===== src/shared/scl_pkg.sv =====
// Constants, field layouts and types for the serial port configuration block.
// Assumes a 125 MHz system clock and parameter access by numeric index.
// Overview of operation
// - Low three control bits select word format.
// - General control comes up as 0x302.
// - New settings act only after controller reset; here only format, divider, prescaler, loop address and loop enable wait for it.
// - Divider low twelve bits, bit 13 prescales.
// - Clock control defaults 0x20, 9600 bits/second.
// - Prescaler set gives 1200, 600, 300 rates.
// - Loop control character opens or closes participation.
// - Character after control character is address.
// - Loop control character limited to 0..0x1f.
// - Configurable resume and pause flow characters.
// - Send service request, host acknowledges it.
// - Configurable end-of-file character marks file end.
// - Unique address 0x41..0x5a; space deselects all.
// - Loop addressing only when loop enable is 1.
package scl_pkg;
  // --------------------------------------------------------------------------
  // Parameter indexes
  // --------------------------------------------------------------------------
  localparam logic [7:0] IDX_GENERAL_CTRL = 8'h01;
  localparam logic [7:0] IDX_CLOCK_CTRL = 8'h02;
  localparam logic [7:0] IDX_LOOP_CTRL_CHAR = 8'h03;
  localparam logic [7:0] IDX_LOOP_ADDRESS = 8'h04;
  localparam logic [7:0] IDX_LOOP_ENABLE = 8'h05;
  localparam logic [7:0] IDX_EOF_CHAR = 8'h1b;
  localparam logic [7:0] IDX_SERVICE_REQ_CHAR = 8'h1c;
  localparam logic [7:0] IDX_SACK_CHAR = 8'h1d;
  localparam logic [7:0] IDX_XON_CHAR = 8'h20;
  localparam logic [7:0] IDX_XOFF_CHAR = 8'h21;
  // --------------------------------------------------------------------------
  // Reset values and field layout
  // --------------------------------------------------------------------------
  localparam logic [15:0] RST_GENERAL_CTRL = 16'h0302;
  localparam logic [15:0] RST_CLOCK_CTRL = 16'h0020;
  localparam logic [4:0] RST_LOOP_CTRL_CHAR = 5'h03;
  localparam logic [7:0] RST_LOOP_ADDRESS = 8'h41;
  localparam logic RST_LOOP_ENABLE = 1'b0;
  localparam logic [7:0] RST_EOF_CHAR = 8'h7e;
  localparam logic [4:0] RST_SERVICE_REQ_CHAR = 5'h16;
  localparam logic [4:0] RST_SACK_CHAR = 5'h17;
  localparam logic [4:0] RST_XON_CHAR = 5'h1c;
  localparam logic [4:0] RST_XOFF_CHAR = 5'h1d;
  localparam logic [7:0] CLOSE_LOOP_CHAR = 8'h20;
  localparam int FMT_LSB = 0;
  localparam int FMT_MSB = 2;
  localparam int DIV_LSB = 0;
  localparam int DIV_MSB = 11;
  localparam int PRESCALE_BIT = 13;
  localparam logic [2:0] PRESCALE_LAST = 3'h7;
  // --------------------------------------------------------------------------
  // Timing: 320 kHz reference made from the system clock by a phase accumulator
  // --------------------------------------------------------------------------
  localparam int CLK_HZ = 125000000;
  localparam int REF_HZ = 320000;
  localparam logic [26:0] ACC_MOD = 27'(CLK_HZ);
  localparam logic [26:0] ACC_STEP = 27'(REF_HZ);
  localparam int FIFO_WIDTH = 8;
  localparam int FIFO_DEPTH = 8;
  // --------------------------------------------------------------------------
  // Types
  // --------------------------------------------------------------------------
  typedef enum logic [2:0] {
    SCL_FMT_SYNC8 = 3'h0,
    SCL_FMT_ASYNC10 = 3'h2,
    SCL_FMT_PAR_EVEN = 3'h4,
    SCL_FMT_PAR_ODD = 3'h5,
    SCL_FMT_MULTIDROP = 3'h6
  } scl_format_t;
  typedef enum logic [1:0] {
    SCL_ST_DATA = 2'h0,
    SCL_ST_ADDR = 2'h1
  } scl_state_t;
endpackage : scl_pkg


===== src/shared/scl_stream_if.sv =====
// Valid/ready character stream between the buffer and the decoder.
// Assumes both ends run on the same clock.
interface scl_stream_if;
  logic [7:0] data;
  logic valid;
  logic ready;
  modport source (output data, output valid, input ready);
  modport sink (input data, input valid, output ready);
endinterface : scl_stream_if


===== src/hdl/scl_serial_config.sv =====
// Serial port configuration: parameter store, reset-latched word format and
// baud generator, loop selection and special character recognition.
// Assumes received characters arrive from a character receiver on clk_in.
module scl_serial_config (
  input wire logic clk_in,
  input wire logic resetn_in,
  input wire logic ctrl_reset_in,
  input wire logic [7:0] param_index_in,
  input wire logic [15:0] param_wdata_in,
  input wire logic param_write_in,
  input wire logic param_read_in,
  output logic [15:0] param_rdata_out,
  input wire logic [7:0] rx_char_in,
  input wire logic rx_valid_in,
  output logic rx_ready_out,
  output logic [7:0] data_out,
  output logic data_valid_out,
  input wire logic data_ready_in,
  input wire logic service_request_in,
  output logic [7:0] tx_char_out,
  output logic tx_valid_out,
  input wire logic tx_ready_in,
  output scl_pkg::scl_format_t word_format_out,
  output logic baud_tick_out,
  output logic loop_selected_out,
  output logic pause_out,
  output logic service_ack_out,
  output logic eof_seen_out
);
  import scl_pkg::*;

  scl_stream_if rx_s ();

  // --------------------------------------------------------------------------
  // Input buffer
  // --------------------------------------------------------------------------
  scl_fifo #(
    .WIDTH(FIFO_WIDTH),
    .DEPTH(FIFO_DEPTH)
  ) u_fifo (
    .clk_in(clk_in),
    .resetn_in(resetn_in),
    .wr_data_in(rx_char_in),
    .wr_valid_in(rx_valid_in),
    .wr_ready_out(rx_ready_out),
    .rd(rx_s.source)
  );

  // --------------------------------------------------------------------------
  // Parameter store (what software last wrote)
  // --------------------------------------------------------------------------
  logic [15:0] gen_q, gen_d, clk_q, clk_d;
  logic [4:0] lcc_q, lcc_d, sreq_q, sreq_d, sack_q, sack_d, xon_q, xon_d, xoff_q, xoff_d;
  logic [7:0] addr_q, addr_d, eof_q, eof_d;
  logic len_q, len_d;
  logic [15:0] rdata_q, rdata_d;

  // Writes store the value cut to its field; the control, service and flow characters keep five bits only.
  always_comb
  begin
    gen_d = gen_q;
    clk_d = clk_q;
    lcc_d = lcc_q;
    addr_d = addr_q;
    len_d = len_q;
    eof_d = eof_q;
    sreq_d = sreq_q;
    sack_d = sack_q;
    xon_d = xon_q;
    xoff_d = xoff_q;
    if (param_write_in)
    begin
      unique case (param_index_in)
        IDX_GENERAL_CTRL: gen_d = param_wdata_in;
        IDX_CLOCK_CTRL: clk_d = param_wdata_in;
        IDX_LOOP_CTRL_CHAR: lcc_d = param_wdata_in[4:0];
        IDX_LOOP_ADDRESS: addr_d = param_wdata_in[7:0];
        IDX_LOOP_ENABLE: len_d = param_wdata_in[0];
        IDX_EOF_CHAR: eof_d = param_wdata_in[7:0];
        IDX_SERVICE_REQ_CHAR: sreq_d = param_wdata_in[4:0];
        IDX_SACK_CHAR: sack_d = param_wdata_in[4:0];
        IDX_XON_CHAR: xon_d = param_wdata_in[4:0];
        IDX_XOFF_CHAR: xoff_d = param_wdata_in[4:0];
        default: ;
      endcase
    end
    rdata_d = rdata_q;
    if (param_read_in)
    begin
      unique case (param_index_in)
        IDX_GENERAL_CTRL: rdata_d = gen_q;
        IDX_CLOCK_CTRL: rdata_d = clk_q;
        IDX_LOOP_CTRL_CHAR: rdata_d = {11'h000, lcc_q};
        IDX_LOOP_ADDRESS: rdata_d = {8'h00, addr_q};
        IDX_LOOP_ENABLE: rdata_d = {15'h0000, len_q};
        IDX_EOF_CHAR: rdata_d = {8'h00, eof_q};
        IDX_SERVICE_REQ_CHAR: rdata_d = {11'h000, sreq_q};
        IDX_SACK_CHAR: rdata_d = {11'h000, sack_q};
        IDX_XON_CHAR: rdata_d = {11'h000, xon_q};
        IDX_XOFF_CHAR: rdata_d = {11'h000, xoff_q};
        default: rdata_d = 16'h0000;
      endcase
    end
  end

  always_ff @(posedge clk_in)
  begin
    if (!resetn_in)
    begin
      gen_q <= RST_GENERAL_CTRL;
      clk_q <= RST_CLOCK_CTRL;
      lcc_q <= RST_LOOP_CTRL_CHAR;
      addr_q <= RST_LOOP_ADDRESS;
      len_q <= RST_LOOP_ENABLE;
      eof_q <= RST_EOF_CHAR;
      sreq_q <= RST_SERVICE_REQ_CHAR;
      sack_q <= RST_SACK_CHAR;
      xon_q <= RST_XON_CHAR;
      xoff_q <= RST_XOFF_CHAR;
      rdata_q <= 16'h0000;
    end
    else
    begin
      gen_q <= gen_d;
      clk_q <= clk_d;
      lcc_q <= lcc_d;
      addr_q <= addr_d;
      len_q <= len_d;
      eof_q <= eof_d;
      sreq_q <= sreq_d;
      sack_q <= sack_d;
      xon_q <= xon_d;
      xoff_q <= xoff_d;
      rdata_q <= rdata_d;
    end
  end

  assign param_rdata_out = rdata_q;

  // --------------------------------------------------------------------------
  // Active configuration, taken over only on a controller reset
  // --------------------------------------------------------------------------
  scl_format_t fmt_q, fmt_d, fmt_dec;
  logic [11:0] div_q, div_d;
  logic pre_q, pre_d;
  logic [7:0] a_addr_q, a_addr_d;
  logic a_len_q, a_len_d;

  // Reserved codes fall back to the ten-bit format so the port always runs.
  always_comb
  begin
    unique case (gen_q[FMT_MSB:FMT_LSB])
      3'h0: fmt_dec = SCL_FMT_SYNC8;
      3'h2: fmt_dec = SCL_FMT_ASYNC10;
      3'h4: fmt_dec = SCL_FMT_PAR_EVEN;
      3'h5: fmt_dec = SCL_FMT_PAR_ODD;
      3'h6: fmt_dec = SCL_FMT_MULTIDROP;
      default: fmt_dec = SCL_FMT_ASYNC10;
    endcase
    fmt_d = ctrl_reset_in ? fmt_dec : fmt_q;
    div_d = ctrl_reset_in ? clk_q[DIV_MSB:DIV_LSB] : div_q;
    pre_d = ctrl_reset_in ? clk_q[PRESCALE_BIT] : pre_q;
    a_addr_d = ctrl_reset_in ? addr_q : a_addr_q;
    a_len_d = ctrl_reset_in ? len_q : a_len_q;
  end

  always_ff @(posedge clk_in)
  begin
    if (!resetn_in)
    begin
      fmt_q <= SCL_FMT_ASYNC10;
      div_q <= RST_CLOCK_CTRL[DIV_MSB:DIV_LSB];
      pre_q <= RST_CLOCK_CTRL[PRESCALE_BIT];
      a_addr_q <= RST_LOOP_ADDRESS;
      a_len_q <= RST_LOOP_ENABLE;
    end
    else
    begin
      fmt_q <= fmt_d;
      div_q <= div_d;
      pre_q <= pre_d;
      a_addr_q <= a_addr_d;
      a_len_q <= a_len_d;
    end
  end

  assign word_format_out = fmt_q;

  // --------------------------------------------------------------------------
  // Baud generator
  // --------------------------------------------------------------------------
  logic [26:0] acc_q, acc_d;
  logic [11:0] bcnt_q, bcnt_d;
  logic [2:0] pcnt_q, pcnt_d;
  logic tick_q, tick_d, ref_tick, div_tick;

  // The accumulator keeps the 320 kHz reference exact on average even though
  // 125 MHz is not an integer multiple; single ticks jitter by one cycle.
  always_comb
  begin
    ref_tick = (acc_q + ACC_STEP) >= ACC_MOD;
    acc_d = ref_tick ? acc_q + ACC_STEP - ACC_MOD : acc_q + ACC_STEP;
    div_tick = ref_tick && (bcnt_q == div_q);
    bcnt_d = bcnt_q;
    if (ref_tick)
    begin
      bcnt_d = div_tick ? 12'h000 : bcnt_q + 12'h001;
    end
    pcnt_d = pcnt_q;
    if (div_tick && pre_q)
    begin
      pcnt_d = pcnt_q + 3'h1;
    end
    tick_d = div_tick && (!pre_q || (pcnt_q == PRESCALE_LAST));
    // Restarting the reference too keeps the first new tick a full bit away.
    if (ctrl_reset_in)
    begin
      acc_d = 27'h0000000;
      bcnt_d = 12'h000;
      pcnt_d = 3'h0;
      tick_d = 1'b0;
    end
  end

  always_ff @(posedge clk_in)
  begin
    if (!resetn_in)
    begin
      acc_q <= 27'h0000000;
      bcnt_q <= 12'h000;
      pcnt_q <= 3'h0;
      tick_q <= 1'b0;
    end
    else
    begin
      acc_q <= acc_d;
      bcnt_q <= bcnt_d;
      pcnt_q <= pcnt_d;
      tick_q <= tick_d;
    end
  end

  assign baud_tick_out = tick_q;

  // --------------------------------------------------------------------------
  // Received character decoding and loop selection
  // --------------------------------------------------------------------------
  scl_state_t st_q, st_d;
  logic sel_q, sel_d, pause_q, pause_d, ack_q, ack_d, eof_sq, eof_sd;
  logic [7:0] dout_q, dout_d;
  logic dval_q, dval_d, take, active;
  logic [7:0] ch;

  // A character is taken only when the output slot is free, so a stalled
  // consumer backs up into the buffer and then onto rx_ready_out.
  always_comb
  begin
    ch = rx_s.data;
    active = !a_len_q || sel_q;
    take = rx_s.valid && (!dval_q || data_ready_in);
    rx_s.ready = take;
    st_d = st_q;
    sel_d = sel_q;
    pause_d = pause_q;
    ack_d = 1'b0;
    eof_sd = 1'b0;
    dout_d = dout_q;
    dval_d = dval_q && !data_ready_in;
    if (take)
    begin
      unique case (st_q)
        SCL_ST_DATA:
        begin
          if (a_len_q && ch == {3'h0, lcc_q})
          begin
            st_d = SCL_ST_ADDR;
          end
          else if (active && ch == {3'h0, xoff_q})
          begin
            pause_d = 1'b1;
          end
          else if (active && ch == {3'h0, xon_q})
          begin
            pause_d = 1'b0;
          end
          else if (active && ch == {3'h0, sack_q})
          begin
            ack_d = 1'b1;
          end
          else if (active)
          begin
            eof_sd = (ch == eof_q);
            dout_d = ch;
            dval_d = 1'b1;
          end
        end
        SCL_ST_ADDR:
        begin
          st_d = SCL_ST_DATA;
          sel_d = (ch != CLOSE_LOOP_CHAR) && (ch == a_addr_q);
        end
      endcase
    end
    if (ctrl_reset_in)
    begin
      st_d = SCL_ST_DATA;
      sel_d = 1'b0;
      pause_d = 1'b0;
    end
  end

  always_ff @(posedge clk_in)
  begin
    if (!resetn_in)
    begin
      st_q <= SCL_ST_DATA;
      sel_q <= 1'b0;
      pause_q <= 1'b0;
      ack_q <= 1'b0;
      eof_sq <= 1'b0;
      dout_q <= 8'h00;
      dval_q <= 1'b0;
    end
    else
    begin
      st_q <= st_d;
      sel_q <= sel_d;
      pause_q <= pause_d;
      ack_q <= ack_d;
      eof_sq <= eof_sd;
      dout_q <= dout_d;
      dval_q <= dval_d;
    end
  end

  assign loop_selected_out = active;
  assign pause_out = pause_q;
  assign service_ack_out = ack_q;
  assign eof_seen_out = eof_sq;
  assign data_out = dout_q;
  assign data_valid_out = dval_q;

  // --------------------------------------------------------------------------
  // Service request transmission
  // --------------------------------------------------------------------------
  logic [7:0] tx_q, tx_d;
  logic txv_q, txv_d;

  // A request while one is pending and not taken that cycle is merged: the host sees a single request.
  always_comb
  begin
    tx_d = tx_q;
    txv_d = txv_q && !tx_ready_in;
    if (service_request_in && !txv_d)
    begin
      tx_d = {3'h0, sreq_q};
      txv_d = 1'b1;
    end
  end

  always_ff @(posedge clk_in)
  begin
    if (!resetn_in)
    begin
      tx_q <= 8'h00;
      txv_q <= 1'b0;
    end
    else
    begin
      tx_q <= tx_d;
      txv_q <= txv_d;
    end
  end

  assign tx_char_out = tx_q;
  assign tx_valid_out = txv_q;
endmodule : scl_serial_config


===== src/hdl/scl_fifo.sv =====
// Synchronous FIFO with valid/ready on both sides.
// Assumes one clock and a synchronous active-low reset.
module scl_fifo #(
  parameter int WIDTH = 8,
  parameter int DEPTH = 8
) (
  input wire logic clk_in,
  input wire logic resetn_in,
  input wire logic [WIDTH-1:0] wr_data_in,
  input wire logic wr_valid_in,
  output logic wr_ready_out,
  scl_stream_if.source rd
);
  localparam int AW = $clog2(DEPTH);
  logic [WIDTH-1:0] mem_q [DEPTH];
  logic [AW-1:0] wr_ptr_q, wr_ptr_d, rd_ptr_q, rd_ptr_d;
  logic [AW:0] count_q, count_d;
  logic push, pop;

  // Pointer and count bookkeeping; full and empty come straight from the count.
  always_comb
  begin
    push = wr_valid_in && (count_q != (AW+1)'(DEPTH));
    pop = (count_q != '0) && rd.ready;
    wr_ptr_d = push ? wr_ptr_q + 1'b1 : wr_ptr_q;
    rd_ptr_d = pop ? rd_ptr_q + 1'b1 : rd_ptr_q;
    count_d = count_q + (AW+1)'(push) - (AW+1)'(pop);
  end

  always_ff @(posedge clk_in)
  begin
    if (!resetn_in)
    begin
      wr_ptr_q <= '0;
      rd_ptr_q <= '0;
      count_q <= '0;
    end
    else
    begin
      wr_ptr_q <= wr_ptr_d;
      rd_ptr_q <= rd_ptr_d;
      count_q <= count_d;
    end
  end

  // Storage holds no reset; only counted entries are ever read.
  always_ff @(posedge clk_in)
  begin
    if (push)
    begin
      mem_q[wr_ptr_q] <= wr_data_in;
    end
  end

  assign wr_ready_out = (count_q != (AW+1)'(DEPTH));
  assign rd.valid = (count_q != '0);
  assign rd.data = mem_q[rd_ptr_q];
endmodule : scl_fifo


===== config.mk =====
export PLATFORM = sky130hd
export DESIGN_NAME = scl_serial_config
export DESIGN_NICKNAME = d
export VERILOG_FILES = /design/src/shared/scl_pkg.sv /design/src/shared/scl_stream_if.sv /design/src/hdl/scl_serial_config.sv /design/src/hdl/scl_fifo.sv
export SDC_FILE = /design/constraint.sdc
export NUM_CORES = 1
export LEC_CHECK = 0
export BUFFER_PORTS_ARGS = -buffer_cell sky130_fd_sc_hd__buf_2
export CAP_MARGIN = 0
export CORE_ASPECT_RATIO = 0.75
export CORE_UTILIZATION = 50
export CTS_BUF_LIST = sky130_fd_sc_hd__clkbuf_4 sky130_fd_sc_hd__clkbuf_8 sky130_fd_sc_hd__clkbuf_16
export DETAILED_ROUTE_END_ITERATION = 8
export GPL_ROUTABILITY_DRIVEN = 0
export GPL_TIMING_DRIVEN = 0
export PLACE_DENSITY = 0.77
export SETUP_SLACK_MARGIN = 0.4
export SYNTH_ARGS = -nofsm -noshare
export SYNTH_HDL_FRONTEND = slang
export SYNTH_SLANG_ARGS = --single-unit

===== constraint.sdc =====
create_clock -name clk_in -period 3.5 [get_ports clk_in]
set_clock_uncertainty 0.15 [all_clocks]
set_input_delay 0.175 -clock clk_in [delete_from_list [all_inputs] [get_ports clk_in]]
set_output_delay 0.175 -clock clk_in [all_outputs]
set_load 0.03 [all_outputs]

# Word level (Yosys, flattened, before mapping)
# Memory sizes are Yosys's and may differ from the RTL's. A register that Yosys moved wholly into a read port is not among the register bits.
# Cells that the tools add are included.
# totals
register_bits	189
ramBits	64
n_memories	1
# op_classes
addsub	8
magnitude_cmp	1
eq_ne	25
muxes	21
bitwise_logic	8
n_reduce_logical	44
# mem_list
memory	words	width	read_ports	rd_clocked_by_memory_dff	wr	line	source
u_fifo.mem_q	8	8	1	1	1	scl_fifo.sv:15	logic [WIDTH-1:0] mem_q [DEPTH];
# ops
operator	n
one-hot mux 16 bit (10 select lines)	1
== test 8 x 5 -> 1 bit	4
adder 27 x 19 -> 27 bit (second input constant)	1
greater-or-equal comparator 27 bit (second input constant)	1
2-to-1 mux 27 bit	1
subtractor 27 bit (second input constant)	1
== test 8 x 5 -> 1 bit (second input constant)	3
AND reduction 2 bit	12
== test 8 x 2 -> 1 bit (second input constant)	2
== test 8 x 3 -> 1 bit (second input constant)	2
== test 8 x 6 -> 1 bit (second input constant)	2
== test 8 bit	2
logical AND 1 bit	14
2-to-1 mux 1 bit	13
adder 12 x 1 -> 12 bit (second input constant)	1
== test 12 bit	1
== test 3 bit (second input constant)	4
2-to-1 mux 12 bit	1
one-hot mux 3 bit (4 select lines)	1
adder 3 x 1 -> 3 bit (second input constant)	3
== test 8 x 1 -> 1 bit (second input constant)	1
inequality test 8 x 6 -> 1 bit (second input constant)	1
inverter 1 bit	8
OR reduction 8 bit	1
other kinds (18)	26

# Longest topological paths before layout
# Gate-level depths: netlist (run 1).
# logic_depth
ltp_word	9
ltp_mapped	13

# Hierarchy
# Synthesis (run 1) repeated with hierarchy kept, for this count alone.
# unflattened
cells_unflattened	1169
area_unflattened_um2	11639.9
# modules_own_cells
mod	instances	cells_each	area_each_um2
scl_serial_config	1	998	8463.1
scl_fifo	1	171	3176.8

# Worst setup path after synthesis (run 1)
# OpenSTA, ideal clock, no wires.
# synth_timing
path_kind	register -> register
startpoint	reg with a tool-made name
endpoint	reg dout_q[0] (netlist: data_out[0])
arrival_ps	2682
required_time_ps	3259
setup_slack_ps	577
stages_incl_launch_ff	13
n_path_buf	4
cell_sequence	dfxtp_1 -> buf_6 -> buf_12 -> mux4_2 -> nor3_1 -> a21oi_1 -> or2b_1 -> nor4_1 -> nand4_1 -> and4_1 -> buf_6 -> buf_8 -> a311oi_1
# synth_rtl
item	line	source
end signal: assignment	scl_serial_config.sv:331	dout_q <= dout_d;
end: declaration	scl_serial_config.sv:250	logic [7:0] dout_q, dout_d;

==> summary.md, run 1 <==
* **outcome** finished, final reports clean
* **DIE AREA** 23210 sq um
* **cell at the root of the clock tree** sky130_fd_sc_hd__clkbuf_16
* **Syn Area/Cell** 9.842 sq um
* **Pins Over Slew Limit** 0
* **Antenna Diode Count** 0
* **routed wl met2** 14.26 mm
* **Synth async-reset ratio** 0%
* **pin count of the biggest net entering global routing** 16
* **main flop type after synthesis** sky130_fd_sc_hd__dfxtp_1
* **Util after Layout** 62.23%
* **grt ovf** 0
* **post-detailed-route via-to-cell ratio** 5.925
* **Startpoint Class** flop
* **power per standard cell area** 594.6 nW/um^2
* **endpoint class of the critical path** flop
* **sequential cell area fraction in the yosys report** 49.79%
* **Area growth, synth to finish** 21.78%
* **Worst-Skew Late Latency** 0.53 ns
* **max layer used** met4
* **final instance area** 13760 sq um
* **post-route met1 wirelength** 13.71 mm
* **maximum capacitance violations** 0
* **worst slew pin tran** 1.162 ns
* **total standard cell area after synthesis** 11300 sq um
* **arrival time of data at the critical path endpoint** 3.63 ns
* **share of cells above drive strength 1** 18.15%
* **maximum buffer depth of the clock tree** 3
* **Detailed Place HPWL** 20.52 mm
* **worst path required time** 3.77 ns
* **drt initial violations** 995
* **upper clock frequency limit** 0.2976 GHz
* **number of instances on the worst hold path** 3
* **portion of the clock cycle consumed by the worst path in the final layout** 96.01%
* **Worst Setup Path Type** reg -> reg
* **Worst slew margin** 22.36%
* **Top Ports** 84
* **Final setup viols** 0
* **initial antenna violation count** 0
* **flop and latch count out of synthesis** 249
* **PortBufs** 73
* **vias after detailed routing** 9640
* **total power after layout** 8.181 mW
* **Total Routing Usage GR** 26.48%
* **die boundary height** 132.2 um
* **worst supply voltage drop on vdd** 0.0007585 V
* **Max Fanout on Critical Path** 6
* **clock period minus worst slack** 3.360 ns
* **number of cells on the worst reg-to-reg path** 13
* **net count reported at finish** 1371
* **Worst-path clk slew** 0.07 ns
* **number of CTS-inserted buffers** 24
* **detailed-route DRC error count** 0
* **setup repair after global routing missed its margin** yes
* **first-pass GRT wire length** 48.77 mm
* **number of nets still failing antenna checks after routing** 0
* **average wire per standard cell** 19.53 um
* **library cells used by synthesis** 70
* **via count of the first global-routing pass** 9084
* **Worst Hold Launch** param_wdata_in[3]
* **Final Hold Viols** 0
* **number of placement rows** 47
* **instance area at placement** 12040 sq um
* **cell leakage power** 5.156 nW
* **TNS Setup** 0 ns
* **die extent in x** 175.6 um
* **total core area** 22110 sq um
* **count of H-tree levels built during CTS** 1
* **Hold Crit Class** in -> reg
* **gate count of the mapped netlist** 1148
* **number of enable flip-flop cells after synthesis** 64
* **CTS tree** built
* **Clock Sinks** 249
* **initial core utilization** 51.10%
* **DR pass1 iterations** 7
* **warnings from Yosys** 0
* **wire length on met3** 3.151 mm
* **final WL** 31.77 mm
-- worst max-delay path, cell delays in order, from the launching register on --
cell                        delay (ns)
sky130_fd_sc_hd__dfxtp_2          0.32
sky130_fd_sc_hd__buf_6            0.12
sky130_fd_sc_hd__buf_12           0.12
sky130_fd_sc_hd__buf_6            0.10
sky130_fd_sc_hd__mux4_2           0.52
sky130_fd_sc_hd__mux2i_4          0.27
sky130_fd_sc_hd__xor2_1           0.22
sky130_fd_sc_hd__nand4_1          0.16
sky130_fd_sc_hd__nor4_4           0.42
sky130_fd_sc_hd__nor3_4           0.10
sky130_fd_sc_hd__and4_4           0.22
sky130_fd_sc_hd__buf_6            0.14
sky130_fd_sc_hd__clkbuf_16        0.16
sky130_fd_sc_hd__a311oi_4         0.25
-- cells in the final DEF, fill, tap and decap left out, types with 47 or more instances in the layout --
cell                       instances
sky130_fd_sc_hd__nand3_1          54
sky130_fd_sc_hd__a21oi_1          77
sky130_fd_sc_hd__mux2i_1          60
sky130_fd_sc_hd__xnor2_1          53
sky130_fd_sc_hd__buf_2            78
sky130_fd_sc_hd__nor2_1          112
sky130_fd_sc_hd__clkbuf_1         47
sky130_fd_sc_hd__edfxtp_1         64
sky130_fd_sc_hd__dfxtp_1         183
sky130_fd_sc_hd__nand2_1         161
-- logic make-up (layout without fill, tap and decap cells) --
| kind of cell | after synthesis | after routing | synth area share, % |
|---|---|---|---|
| multiplexers | 83 | 83 | 9.856 |
| AND/OR/NAND/NOR | 444 | 444 | 18.02 |
| AO/OA/AOI/OAI | 170 | 170 | 9.745 |
| flip-flops | 249 | 249 | 49.79 |
| XOR/XNOR | 91 | 91 | 7.054 |
| adder cells (fa/ha/maj) | 15 | 15 | 1.728 |
| buffers and inverters | 95 | 278 | 3.776 |
| other | 1 | 3 | 0.03319 |
-- through the flow --
step	setup slack (ns)	hold slack [ns]	instances
3_5_place_dp	0.03007	0.2677	1518
3_3_place_gp	0.07645	0.2523	1517
5_1_grt	0.03104	0.02963	1627
2_1_floorplan	0.5770	0.1239	1150
4_1_cts	0.3578	0.004233	1610
6_report	0.1396	0.04097	1627
-- power by group --
part	leakage, nW	internal, mW	switching [mW]
combinational	2.69	1.08	1.30
sequential	2.08	3.10	0.0960
clock	0.388	1.48	1.12
-- sequential cells by signal (all words and copies together) (netlist names), 8 cells and up, named ones only --
register,flops
div_q,12
param_rdata_out,16
clk_q,16
addr_q,8
data_out,8
bcnt_q,12
u_fifo.mem_q,64
acc_q,21
eof_q,8
a_addr_q,8
gen_q,16
-- path summary, 6_finish.rpt --
path                 end  slack, ns
max          data_out[0]       0.14
min reg2reg    gen_q[13]       0.31
min             gen_q[3]       0.04
max reg2reg  data_out[0]       0.14
-- layout make-up --
class / instances / area, sq um
fill: 1761 / 8352
sequential: 249 / 5628
multi-input combinational: 806 / 5553
timing repair buffer: 139 / 955.9
clock buffer: 30 / 651.9
buffer: 76 / 401.6
tap: 294 / 367.9
clock inverter: 14 / 130.1
inverter: 19 / 71.32
-- cells in the mapped netlist, drive strengths merged, types with 5 or more instances --
library cell	number	area (sq um)
a211oi	6	55.05
a21o	5	37.54
a21oi	82	410.4
a221oi	13	113.9
a222oi	7	70.07
a311oi	9	85.08
and2	7	43.79
and3	6	37.54
buf	21	145.1
clkbuf	55	210.2
dfxtp	185	3704
edfxtp	64	1922
ha	14	175.2
inv	19	71.31
mux2i	66	723.2
mux4	16	379.1
nand2	161	604.3
nand2b	13	81.33
nand3	57	285.3
nand4	18	112.6
nor2	114	427.9
nor2b	7	43.79
nor3	23	115.1
nor3b	5	37.54
nor4	14	93.84
o21ai	16	80.08
o22ai	5	31.28
xnor2	54	473.0
xor2	37	324.1
-- what timing repair did --
action / CTS / global route
cloned: 0 / 2
setup buffers: 23 / 15
endpoints found under the setup margin: 46 / 45
resized for setup: 29 / 52
hold endpoints to repair: 100 / 0
hold buffers: 25 / 0
pin swaps: 7 / 24
-- metal layers --
layer / GRT usage [%] / vias up
li1: - / 4404
met1: 38.52 / 4638
met2: 40.36 / 532
met3: 4.931 / 66
met4: 6.908 / 0
met5: 0 / -
No activity file was read; power rests on OpenSTA's default activity.
==> inputs of run 2 (changes only) <==
Clock period 3.5 ns to 3.9 ns, I/O delays scaled along.
==> summary.md, run 2 (synthesized netlist as in run 1, its figures left out) <==
* **outcome** finished, final reports clean, unchanged
* **Worst Setup Path Type** reg -> reg, unchanged
* **initial antenna violation count** 0, unchanged
* **grt ovf** 0, unchanged
* **number of CTS-inserted buffers** 24, unchanged
* **DIE AREA** 23210 sq um, unchanged
* **maximum capacitance violations** 0, unchanged
* **Worst slew margin** 19.36%, was 22.36%
* **drt initial violations** 980, was 995
* **most frequent standard cell in the layout excluding fill and tap cells** sky130_fd_sc_hd__dfxtp_1, unchanged
* **Max Fanout on Critical Path** 10, was 6
* **post-detailed-route via-to-cell ratio** 5.844, was 5.925
* **Final setup viols** 0, unchanged
* **worst path required time** 4.14 ns, was 3.77 ns
* **fin worst setup slack** 0.4418 ns, was 0.1396 ns
* **number of instances on the worst hold path** 3, unchanged
* **cell at the root of the clock tree** sky130_fd_sc_hd__clkbuf_16, unchanged
* **clock period minus worst slack** 3.458 ns, was 3.360 ns
* **Worst Hold Launch** param_wdata_in[0], was param_wdata_in[3]
* **worst slew pin tran** 1.207 ns, was 1.162 ns
* **TNS Setup** 0 ns, unchanged
* **number of placement rows** 47, unchanged
* **Clock Sinks** 249, unchanged
* **total core area** 22110 sq um, unchanged
* **register containing the most flip-flops in the final layout** u_fifo.mem_q, unchanged
* **Pins Over Slew Limit** 0, unchanged
* **Top Ports** 84, unchanged
* **post-layout instance count excluding filler cells** 1599, was 1627
* **detailed-route DRC error count** 0, unchanged
* **Worst-Skew Late Latency** 0.53 ns, about the same
* **DR pass1 iterations** 6, was 7
* **setup repair after global routing missed its margin** no, was yes
* **final WL** 30.06 mm, was 31.77 mm
* **portion of the clock cycle consumed by the worst path in the final layout** 88.67%, was 96.01%
* **fill cell total of the finished layout** 1830, was 1761
* **number of cells on the worst reg-to-reg path** 10, was 13
* **Worst-path clk slew** 0.07 ns, about the same
* **share of cells above drive strength 1** 14.25%, was 18.15%
* **max reg flops** 64, unchanged
* **die extent in x** 175.6 um, unchanged
* **Place WS** 0.4301 ns, was 0.03007 ns
* **Hold Crit Class** in -> reg, unchanged
* **Area growth, synth to finish** 17.66%, was 21.78%
* **net count reported at finish** 1343, was 1371
* **cell leakage power** 4.935 nW, was 5.156 nW
* **worst supply voltage drop on vdd** 0.0005002 V, was 0.0007585 V
* **initial core utilization** 51.10%, unchanged
* **via count of the first global-routing pass** 8931, was 9084
* **leading cell types in the layout, fill and taps excluded** sky130_fd_sc_hd__dfxtp_1 (185), sky130_fd_sc_hd__nand2_1 (161), sky130_fd_sc_hd__nor2_1 (114), sky130_fd_sc_hd__a21oi_1 (81), sky130_fd_sc_hd__buf_2 (80), was sky130_fd_sc_hd__dfxtp_1 (183), sky130_fd_sc_hd__nand2_1 (161), sky130_fd_sc_hd__nor2_1 (112), sky130_fd_sc_hd__buf_2 (78), sky130_fd_sc_hd__a21oi_1 (77)
* **number of nets still failing antenna checks after routing** 0, unchanged
* **upper clock frequency limit** 0.2892 GHz, was 0.2976 GHz
* **Util after Layout** 60.12%, was 62.23%
* **power per standard cell area** 525.9 nW/um^2, was 594.6 nW/um^2
* **Total Routing Usage GR** 25.62%, was 26.48%
* **Cells after DPL** 1518, unchanged
* **PortBufs** 73, unchanged
* **endpoint class of the critical path** flop, unchanged
* **Startpoint Class** flop, unchanged
* **average wire per standard cell** 18.80 um, was 19.53 um
* **Final Hold Viols** 0, unchanged
* **Top Registers** u_fifo.mem_q x64, acc_q x21, unchanged
* **Antenna Diode Count** 0, unchanged
* **count of H-tree levels built during CTS** 1, unchanged
* **worst setup slack for register-to-register paths** 0.44 ns, was 0.14 ns
* **arrival time of data at the critical path endpoint** 3.70 ns, was 3.63 ns
* **end of the worst hold path** gen_q[0], was gen_q[3]
* **pin count of the biggest net entering global routing** 16, unchanged
* **Detailed Place HPWL** 20.52 mm, unchanged
* **die boundary height** 132.2 um, unchanged
* **vias after detailed routing** 9345, was 9640
* **Reg2Reg Capture Point** data_out[1], was data_out[0]
* **first-pass GRT wire length** 47.29 mm, was 48.77 mm
* **CTS tree** built, unchanged
* **maximum buffer depth of the clock tree** 3, unchanged
* **Fin Hold WS** 0.03030 ns, was 0.04097 ns
==> run 2: stage by stage <==
stage                     cell area, sq um  total power, mW
after floorplan                      11310            4.085
after global placement               12040            4.425
after detailed placement             12040            4.471
after CTS                            13080            6.806
after global routing                 13290            7.256
final                                13290            6.991
==> run 2: final cells by class <==
cell class / count / area, sq um / share of cell area (%)
buffer: 76 / 360.3 / 2.711
clock buffer: 30 / 651.9 / 4.904
clock inverter: 14 / 130.1 / 0.9788
inverter: 19 / 71.32 / 0.5365
multi-input combinational: 806 / 5366 / 40.37
sequential: 249 / 5625 / 42.32
tap: 294 / 367.9 / 2.767
timing repair buffer: 111 / 720.7 / 5.421
==> run 2: worst max path at each step <==
stage                     end  slack (ns)  startpoint
2_1_floorplan     data_out[0]        0.98        flop
3_3_place_gp   data_valid_out        0.48        flop
3_5_place_dp        pcnt_q[0]        0.43    acc_q[9]
4_1_cts             bcnt_q[6]        0.42   acc_q[10]
5_1_grt           data_out[1]        0.28        flop
6_report          data_out[1]        0.44        flop
==> run 2: worst max-delay path, cell delays in order, from the launching register on <==
cell	delay, ns
sky130_fd_sc_hd__dfxtp_1	0.32
sky130_fd_sc_hd__buf_6	0.16
sky130_fd_sc_hd__mux4_2	0.53
sky130_fd_sc_hd__mux2i_2	0.42
sky130_fd_sc_hd__or2b_4	0.38
sky130_fd_sc_hd__nor4_2	0.27
sky130_fd_sc_hd__nand4_1	0.16
sky130_fd_sc_hd__and4_1	0.25
sky130_fd_sc_hd__buf_6	0.15
sky130_fd_sc_hd__buf_8	0.14
sky130_fd_sc_hd__a311oi_1	0.41
==> run 2: where the power goes <==
| part | internal (mW) | leakage, nW | switching (mW) | total (mW) |
|---|---|---|---|---|
| clock network | 1.32 | 0.388 | 0.995 | 2.32 |
| logic | 0.783 | 2.47 | 1.03 | 1.81 |
| registers | 2.78 | 2.08 | 0.0845 | 2.86 |
| total | 4.89 | 4.93 | 2.10 | 6.99 |
==> run 2: timing repair <==
action | CTS | global route
resized for setup | 3 | 20
setup buffers | 0 | 13
pin swaps | 0 | 3
endpoints found under the setup margin | 7 | 46
hold buffers | 24 | 0
hold endpoints to repair | 98 | 0
==> run 2: metal layers <==
metal | up-vias | global-route usage, % | routed length, um
met5 | - | 0 | 0
met4 | 0 | 6.377 | 624
met3 | 66 | 5.075 | 2944
met2 | 490 | 39.02 | 13380
met1 | 4436 | 37.20 | 13120
li1 | 4353 | - | -
